## src/rtl/lcd_pkg.sv

```systemverilog
package lcd_pkg;
    // ********************************************************
    // Register map and field layout
    // ********************************************************
    localparam logic [7:0] MODE_REG_ADDR = 8'hdc;
    localparam logic [7:0] RAM_FIRST_ADDR = 8'he0;
    localparam logic [7:0] RAM_LAST_ADDR = 8'hf7;
    localparam int RAM_BYTES = 24;
    localparam int BYTES_PER_COM = 6;
    localparam int SEG_COUNT = 45;
    localparam int COM_COUNT = 4;
    localparam int SEG_FIRST_BIT = 3;
    localparam logic [7:0] MODE_RESET = 8'h00;
    localparam int DRV_LSB = 0;
    localparam int PRE_LSB = 3;
    localparam int DUTY_LSB = 6;

    // ********************************************************
    // Field encodings
    // ********************************************************
    localparam logic [2:0] PRE_OFF = 3'h0;
    localparam logic [2:0] PRE_STANDBY = 3'h1;
    localparam logic [2:0] PRE_BAD_A = 3'h2;
    localparam logic [2:0] PRE_DIV32 = 3'h3;
    localparam logic [2:0] PRE_DIV64 = 3'h4;
    localparam logic [2:0] PRE_DIV128 = 3'h5;
    localparam logic [2:0] PRE_DIV256 = 3'h6;
    localparam logic [2:0] PRE_BAD_B = 3'h7;
    localparam logic [2:0] DRV_BAD = 3'h7;
    localparam logic [1:0] DUTY_QUARTER = 2'h0;
    localparam logic [1:0] DUTY_STATIC = 2'h1;
    localparam logic [1:0] DUTY_HALF = 2'h2;
    localparam logic [1:0] DUTY_THIRD = 2'h3;

    // Reference ticks per drive-frequency step, 32768 Hz divided
    // down to 64, 85, 128, 171, 256, 341 and 512 Hz.
    localparam logic [9:0] DRV_DIV [7] = '{10'h200, 10'h180, 10'h100,
        10'h0c0, 10'h080, 10'h060, 10'h040};

    // ********************************************************
    // Timing
    // ********************************************************
    localparam int LOWZ_REF_TICKS = 8;
    localparam int CLOCK_PERIOD_NS = 50;
    localparam int MISSING_TIMEOUT_NS = 100000;
    localparam int MISSING_CYCLES = MISSING_TIMEOUT_NS / CLOCK_PERIOD_NS;

    typedef enum logic [1:0] {
        SCAN_OFF = 2'b01,
        SCAN_RUN = 2'b10
    } scan_state_t;
endpackage

```

## src/rtl/ref_clock_if.sv

```systemverilog
interface ref_clock_if;
    logic [2:0] prescale_sel;
    logic stop_mode;
    logic standby_edge;
    logic ref_tick;
    logic clock_missing;
    modport gen (input prescale_sel, input stop_mode, input standby_edge,
        output ref_tick, output clock_missing);
    modport user (output prescale_sel, output stop_mode,
        output standby_edge, input ref_tick, input clock_missing);
endinterface

```

## src/rtl/lcd_ref_clock.sv

```systemverilog
module lcd_ref_clock
    import lcd_pkg::*;
(
    input wire logic clock_in,
    input wire logic rstn_in,
    ref_clock_if.gen rc
);
    logic [7:0] pre_cnt;
    logic [11:0] idle_cnt;
    logic [8:0] pre_div;
    logic main_sel;
    logic main_tick;
    logic next_tick;

    // Divisor of the main oscillator for each prescale code.
    assign pre_div = (rc.prescale_sel == PRE_DIV32) ? 9'h020 :
        (rc.prescale_sel == PRE_DIV64) ? 9'h040 :
        (rc.prescale_sel == PRE_DIV128) ? 9'h080 : 9'h100;
    assign main_sel = (rc.prescale_sel >= PRE_DIV32)
        && (rc.prescale_sel <= PRE_DIV256);
    // The main oscillator gives no pulses while the core is stopped.
    assign main_tick = main_sel && !rc.stop_mode
        && ({1'b0, pre_cnt} == pre_div - 9'h001);
    // Standby source bypasses the prescaler entirely.
    assign next_tick = (rc.prescale_sel == PRE_STANDBY) ? rc.standby_edge
        : main_tick;

    // Prescale counter and clock supervisor watchdog.
    always_ff @(posedge clock_in)
    begin
        if (!rstn_in)
        begin
            pre_cnt <= 8'h00;
            idle_cnt <= 12'h000;
            rc.ref_tick <= 1'b0;
            rc.clock_missing <= 1'b0;
        end
        else
        begin
            pre_cnt <= (main_tick || !main_sel) ? 8'h00 : pre_cnt + 8'h01;
            rc.ref_tick <= next_tick;
            if (next_tick || rc.prescale_sel == PRE_OFF)
            begin
                idle_cnt <= 12'h000;
            end
            else if (idle_cnt != 12'(MISSING_CYCLES))
            begin
                idle_cnt <= idle_cnt + 12'h001;
            end
            rc.clock_missing <= (idle_cnt == 12'(MISSING_CYCLES));
        end
    end
endmodule

```

## src/rtl/lcd_multiplex_driver.sv

```systemverilog
// How it works
// - 24-byte display memory drives 45 segment and 4 common outputs.
// - Mode/control register sits at DCh; bits 7:6 pick multiplex mode.
// - Duty 00 four commons, 01 one, 10 two, 11 three.
// - Bits 5:3 prescale, with bits 2:0 set frequencies or display off.
// - Prescale 000 off, 001 standby, 011-110 divide 32-256; 010/111 bad.
// - Drive field picks 64 to 512 Hz; code 111 unused.
// - Frame rate is drive rate divided by active common count.
// - Display off drives every segment and common output low.
// - Scan reads memory itself; unused bytes stay ordinary storage.
// - Register writes land in a shadow, applied at frame end, or at once while the scan is halted.
// - Standby setting clocks the display from the standby oscillator.
// - Supervisor may blank display on a slow reference clock.
// - Low-impedance divider on for 8 reference ticks per drive edge.
// - High-impedance divider on while running with a reference clock; low only at changes.
// - Display off disconnects the whole bias network.
// - Set bit lights element; E0h-F7h hold six bytes per common.
// - Reset clears mode register; memory content undefined.
// - Missing display clock grounds all segment and common lines.
module lcd_multiplex_driver
    import lcd_pkg::*;
(
    input wire logic clock_in,
    input wire logic rstn_in,
    input wire logic [7:0] addr_in,
    input wire logic [7:0] wdata_in,
    input wire logic write_in,
    input wire logic read_in,
    input wire logic stop_in,
    input wire logic standby_osc_in,
    output logic [7:0] rdata_out,
    output logic [SEG_COUNT-1:0] seg_out,
    output logic [COM_COUNT-1:0] com_out,
    output logic bias_high_en_out,
    output logic bias_low_en_out
);
    // ********************************************************
    // Storage and state
    // ********************************************************
    logic [7:0] ram [RAM_BYTES];
    logic [7:0] shadow_mode;
    logic [7:0] active_mode;
    scan_state_t state;
    scan_state_t next_state;
    logic [9:0] drv_cnt;
    logic [1:0] com_idx;
    logic [3:0] lowz_cnt;
    logic sb_meta;
    logic sb_sync;
    logic sb_last;

    ref_clock_if rc ();

    lcd_ref_clock ref_clock_u (
        .clock_in(clock_in),
        .rstn_in(rstn_in),
        .rc(rc)
    );

    // ********************************************************
    // Decode
    // ********************************************************
    logic [1:0] duty;
    logic [2:0] pre;
    logic [2:0] drv;
    logic cfg_valid;
    logic [1:0] last_com;
    logic [9:0] drv_div;
    logic ram_hit;
    logic [4:0] ram_idx;
    logic mode_hit;
    logic drive_edge;
    logic frame_end;
    logic load_cfg;
    logic running;
    logic lit;
    logic [7:0] read_val;
    logic [47:0] row;

    // Active configuration fields.
    assign duty = active_mode[DUTY_LSB +: 2];
    assign pre = active_mode[PRE_LSB +: 3];
    assign drv = active_mode[DRV_LSB +: 3];
    assign cfg_valid = (pre != PRE_OFF) && (pre != PRE_BAD_A)
        && (pre != PRE_BAD_B) && (drv != DRV_BAD);
    // Index of the last active common line.
    assign last_com = (duty == DUTY_STATIC) ? 2'h0 :
        (duty == DUTY_HALF) ? 2'h1 :
        (duty == DUTY_THIRD) ? 2'h2 : 2'h3;
    assign drv_div = (drv == DRV_BAD) ? DRV_DIV[0] : DRV_DIV[drv];

    // Data-space address decode.
    assign mode_hit = (addr_in == MODE_REG_ADDR);
    assign ram_hit = (addr_in >= RAM_FIRST_ADDR)
        && (addr_in <= RAM_LAST_ADDR);
    assign ram_idx = 5'(addr_in - RAM_FIRST_ADDR);
    assign read_val = mode_hit ? shadow_mode :
        (ram_hit ? ram[ram_idx] : 8'h00);

    // Scan timing: one common step per drive period.
    assign running = (state == SCAN_RUN);
    assign drive_edge = running && rc.ref_tick
        && (drv_cnt == drv_div - 10'h001);
    assign frame_end = drive_edge && (com_idx == last_com);
    // A halted scan has no frames, so a new setting goes in at once.
    assign load_cfg = !running || frame_end;
    assign lit = running && !rc.clock_missing;

    // Row of the current common: six bytes, bit n drives seg_out bit n-3.
    genvar gi;
    generate
        for (gi = 0; gi < BYTES_PER_COM; gi = gi + 1)
        begin : g_row
            assign row[gi*8 +: 8] =
                ram[5'(int'(com_idx) * BYTES_PER_COM + gi)];
        end
    endgenerate

    assign next_state = cfg_valid ? SCAN_RUN : SCAN_OFF;

    // Reference pulses to the clock generator.
    assign rc.prescale_sel = pre;
    assign rc.stop_mode = stop_in;
    assign rc.standby_edge = sb_sync && !sb_last;

    // ********************************************************
    // Standby oscillator synchroniser
    // ********************************************************
    always_ff @(posedge clock_in)
    begin
        if (!rstn_in)
        begin
            sb_meta <= 1'b0;
            sb_sync <= 1'b0;
            sb_last <= 1'b0;
        end
        else
        begin
            sb_meta <= standby_osc_in;
            sb_sync <= sb_meta;
            sb_last <= sb_sync;
        end
    end

    // ********************************************************
    // Register and memory access
    // ********************************************************
    // Display memory has no reset; its content is undefined.
    always_ff @(posedge clock_in)
    begin
        if (write_in && ram_hit)
        begin
            ram[ram_idx] <= wdata_in;
        end
    end

    // Shadow register, active copy and read data.
    always_ff @(posedge clock_in)
    begin
        if (!rstn_in)
        begin
            shadow_mode <= MODE_RESET;
            active_mode <= MODE_RESET;
            rdata_out <= 8'h00;
        end
        else
        begin
            if (write_in && mode_hit)
            begin
                shadow_mode <= wdata_in;
            end
            if (load_cfg)
            begin
                active_mode <= shadow_mode;
            end
            rdata_out <= read_in ? read_val : 8'h00;
        end
    end

    // ********************************************************
    // Scan sequencer
    // ********************************************************
    always_ff @(posedge clock_in)
    begin
        if (!rstn_in)
        begin
            state <= SCAN_OFF;
            drv_cnt <= 10'h000;
            com_idx <= 2'h0;
            lowz_cnt <= 4'h0;
        end
        else
        begin
            case (state)
                SCAN_RUN:
                begin
                    if (rc.ref_tick)
                    begin
                        drv_cnt <= drive_edge ? 10'h000 : drv_cnt + 10'h001;
                    end
                    if (drive_edge)
                    begin
                        com_idx <= frame_end ? 2'h0 : com_idx + 2'h1;
                        lowz_cnt <= 4'(LOWZ_REF_TICKS);
                    end
                    else if (rc.ref_tick && lowz_cnt != 4'h0)
                    begin
                        lowz_cnt <= lowz_cnt - 4'h1;
                    end
                end
                default:
                begin
                    drv_cnt <= 10'h000;
                    com_idx <= 2'h0;
                    lowz_cnt <= 4'h0;
                end
            endcase
            state <= next_state;
        end
    end

    // ********************************************************
    // Panel outputs
    // ********************************************************
    always_ff @(posedge clock_in)
    begin
        if (!rstn_in)
        begin
            seg_out <= '0;
            com_out <= '0;
            bias_high_en_out <= 1'b0;
            bias_low_en_out <= 1'b0;
        end
        else
        begin
            seg_out <= lit ? row[SEG_FIRST_BIT +: SEG_COUNT] : '0;
            com_out <= lit ? 4'(4'h1 << com_idx) : '0;
            bias_high_en_out <= lit;
            bias_low_en_out <= lit && (lowz_cnt != 4'h0);
        end
    end
endmodule

```

## config.mk

```make
export PLATFORM = sky130hd
export DESIGN_NAME = lcd_multiplex_driver
export DESIGN_NICKNAME = d
export VERILOG_FILES = /design/src/rtl/lcd_pkg.sv /design/src/rtl/ref_clock_if.sv /design/src/rtl/lcd_ref_clock.sv /design/src/rtl/lcd_multiplex_driver.sv
export SDC_FILE = /design/constraint.sdc
export NUM_CORES = 1
export LEC_CHECK = 0
export ABC_AREA = 0
export BUFFER_PORTS_ARGS = -buffer_cell sky130_fd_sc_hd__buf_2
export CAP_MARGIN = 20
export CORE_MARGIN = 2
export CORE_UTILIZATION = 50
export CTS_CLUSTER_SIZE = 16
export DETAILED_ROUTE_END_ITERATION = 7
export PLACE_DENSITY = 0.8
export RECOVER_POWER = 100
export SETUP_SLACK_MARGIN = 0.4
export SYNTH_ARGS = -nofsm -noshare
export SYNTH_HDL_FRONTEND = slang
export SYNTH_SLANG_ARGS = --single-unit
```

## constraint.sdc

```tcl
create_clock -name clock_in -period 2.6 [get_ports clock_in]
set_clock_uncertainty 0.15 [all_clocks]
set_input_delay 0.13 -clock clock_in [delete_from_list [all_inputs] [get_ports clock_in]]
set_output_delay 0.13 -clock clock_in [all_outputs]
set_load 0.03 [all_outputs]
```

==> implementation parameters <==
Parameter                              Value

Outcome
  Outcome ... finished, violations left
  Failing checks ... negative setup slack

Global routing
  Global-route wire length before repair ... 62650 um
  Antenna violations before repair ... 0
  Vias in the first global route ... just over 10000
  Largest net degree at the start of global routing ... 44
  Grt total ovfl ... 0
  Total global-route track usage ... 0.2651

Synth
  Multiplexer share of the synthesized area ... 0.2953
  Top flip-flop cell by instance count after synthesis ... edfxtp_1
  Average instance area after synthesis ... roughly 14 um^2
  Post-synthesis compound-gate area fraction ... 0.03439
  Post-synthesis sequential element count ... between 300 and 400
  EDFF count, synth ... ~190
  Gate Count Post-Synth ... 1060
  Dominant combinational cell family by area after synthesis ... multiplexers
  Post-Synth XOR/XNOR Area ... 0.02115
  Synthesized-area fraction occupied by adder cells ... 0.01144
  Fraction of synthesis flops using an asynchronous set or reset pin ... 0
  Synth warnings ... 0
  Number of distinct library cells after synthesis ... just under 50
  Net count after synthesis ... 1096
  Basic-gate share of the synthesized area counting and, or, nand and nor cells ... 0.08168
  Post-synth design cell area ... between 15000 and 20000 um^2
  Sequential share of the synthesized area ... 0.5306

Final layout
  Share of post-route cells with drive strength above 1 ... 0.3800
  Total non-filler cell area in the finished layout ... between 15000 and 20000 um^2
  Commonest cells after routing, fill and taps aside ... edfxtp_1 (192), mux4_2 (168), nor2_1 (145)
  Final design utilization ... 0.6130
  Leading cell type in the layout, fill and taps excluded ... edfxtp_1
  Final #Nets ... 1271
  Area growth from synthesis to layout ... 21.44%
  Number of fillers in the final layout ... between 2000 and 2500
  Antenna diodes ... 0
  FF/Latch Area ... 8140 um^2
  Multi-input gate area ... about 7000 um^2

STA
  Worst-margin pin slew ... roughly 1200 ps
  RSZ-0062 raised after global routing ... yes
  Final Hold Fails ... 0
  TNS Setup ... -13.51 ps
  Relative slew slack ... 0.2283
  Minimum period implied by the final worst setup slack ... 2614 ps
  Number of setup violations in the final report ... 1
  F_max ... 382.6 MHz
  Final period util ... 1.005
  Smallest setup slack after layout ... -13.51 ps
  Max Transition Viols Final ... 0

Clocking
  CTS H-tree lvls ... 1
  Maximum count of clock buffers along a single path ... 3
  Total clock sinks ... just over 300
  Clk Latency, worst-skew pair ... around 570 ps
  Clock tree root buffer cell ... clkbuf_16
  Clock transition at the registers of the reported paths ... 60 ps
  Number of clock buffers inserted by TritonCTS ... 30
  CTS tree ... done

Die
  Area inside the core boundary ... between 30000 and 40000 um^2
  Die Wd ... roughly 180 um
  Placement Rows ... 64
  Initial core utilization ... 0.5047
  DIE AREA ... 32050 um^2
  Die H ... about 180 um
  Top-Level Pins ... 81

Power and ir drop
  Power Dens Cells ... 542.6 nW/um^2
  Power share of the sequential group ... 0.518
  NetSw ... 2.067 mW
  Portion of total power attributed to the clock network ... 0.449
  Logic gate share of total power ... 0.033
  Switching Fraction ... 0.2048
  Worst vdd ir ... 543.0 uV
  Static Leak ... 6.576 nW
  Cell Int Power ... 8.027 mW

Setup path
  Signal arrival time at the worst endpoint ... about 2900 ps
  Required time reported for the critical path endpoint ... ~2900 ps
  Startpoint kind of the worst setup timing path ... flop
  Type of destination of the critical path ... flop
  Crit Path Category ... flop to flop
  Worst setup startpoint ... active_mode[1]$_SDFFE_PN0P_
  Largest driver fanout on the critical path ... 8
  RR Startpoint ... active_mode[1]$_SDFFE_PN0P_

Routing
  Detailed-route via count ... ~11000
  Routed len/inst ... 25.60 um
  Routed vias/inst ... ~6.5
  DRC violation total after the first TritonRoute iteration ... ~1700
  Final WL ... around 42000 um
  Post-route DRC ... 0
  Length of the first detailed-routing pass in iterations ... 6
  Number of routed nets with antenna violations ... 0

Hold path
  Worst Min Path Start ... write_in
  Path type of the worst min-delay path ... input port to flop

Place
  Weighted congestion reported at the end of routability-driven placement ... about 0.94
  Cell Area, Placed ... 16670 um^2
  HPWL after detailed placement ... 28020 um
  Setup slack after placement ... -73.33 ps
  Number of I/O port buffers ... 80

Job
  Max-Cap Viols ... 0
stage by stage:
step	std cells	power [mW]	hold WS, ps
final	1654	10.09	107.4
after global routing	1654	10.32	120.3
after CTS	1633	10.13	84.20
after detailed placement	1545	5.636	207.7
after global placement	1545	5.630	208.6
after floorplan	1060	5.512	78.87
Yosys cell counts, types with 6 or more instances:
cell type,instances,area (um^2)
or2_2,6,37.54
buf_1,13,48.80
a21oi_1,29,145.1
mux2i_1,66,660.6
buf_2,15,75.07
nand2b_1,9,56.30
nand3_1,14,70.07
nor2_1,148,555.5
edfxtp_1,192,5766
nand2_1,47,176.4
mux2_2,7,78.83
xnor2_1,20,175.2
dfxtp_1,118,2362
mux4_2,168,3784
and3_1,10,62.56
a211oi_1,14,105.1
ha_1,14,175.2
clkbuf_1,49,183.9
nor2b_1,6,37.54
o22ai_1,9,56.30
xor2_1,17,148.9
inv_1,16,60.06
o21ai_0,14,70.07
nor3_1,14,70.07
cells by family after synthesis:
family / after synthesis
flip-flops: 310
AND/OR/NAND/NOR: 280
multiplexers: 241
buffers and inverters: 95
AO/OA/AOI/OAI: 83
XOR/XNOR: 37
adder cells (fa/ha/maj): 14
critical path: stages, from the launching register on:
cell       delay [ps]
dfxtp_2           320
buf_6             110
ha_4              180
nor2_4            120
mux2i_1            80
ha_1              310
xor2_1            120
and2_1            130
o2111ai_1         110
or3_4             360
o21a_4            220
buf_12            140
mux2i_2           140
routing by layer:
metal	global-route usage	up-vias	wire (um)
li1	-	4472	-
met1	0.3712	5319	15500
met2	0.4188	866	19720
met3	0.04538	150	5204
met4	0.1006	0	1910
met5	0	-	0
power by group through the flow:
| stage | logic (mW) | clock network, mW | registers, mW |
|---|---|---|---|
| 3_5_place_dp | 0.306 | 0 | 5.33 |
| 5_1_grt | 0.350 | 4.75 | 5.22 |
| 6_report | 0.332 | 4.54 | 5.23 |
| 3_3_place_gp | 0.301 | 0 | 5.33 |
| 4_1_cts | 0.326 | 4.58 | 5.22 |
| 2_1_floorplan | 0.179 | 0 | 5.33 |
path summary, 6_finish.rpt:
kind / to / slack [ps] / cells past startpoint
worst max-delay path: active_mode[0]$_SDFFE_PN0P_ / -10 / 12
worst min-delay path: shadow_mode[6]$_SDFFE_PN0P_ / 110 / 4
worst max register to register: active_mode[0]$_SDFFE_PN0P_ / -10 / 12
worst min register to register: sb_sync$_SDFF_PN0_ / 290 / 1
flip-flops by register name, summed over array words and instances (netlist names), 2 cells and up:
register,cells
state,2
com_out,4
rdata_out,8
drv_cnt,10
com_idx,2
ref_clock_u.pre_cnt,8
ref_clock_u.idle_cnt,12
shadow_mode,8
lowz_cnt,4
ram,192
seg_out,45
active_mode,8
layout make-up:
cell class / instances / area share
clock buffers: 43 / 0.04984
repair buffers: 221 / 0.09793
flip-flops and latches: 310 / 0.4376
multi-input cells: 656 / 0.3783
inverters: 16 / 0.003430
well taps: 396 / 0.02663
clock inverters: 12 / 0.006322
repair_timing:
| item | 4_1_cts | 5_1_grt |
|---|---|---|
| gates cloned | 5 | 3 |
| pin swaps | 10 | 11 |
| endpoints found under the hold margin | 223 | 0 |
| endpoints found under the setup margin | 82 | 65 |
| resized for setup | 32 | 40 |
| setup buffers | 15 | 18 |
| hold buffers | 13 | 0 |
Power figures use the tool's default switching activity.
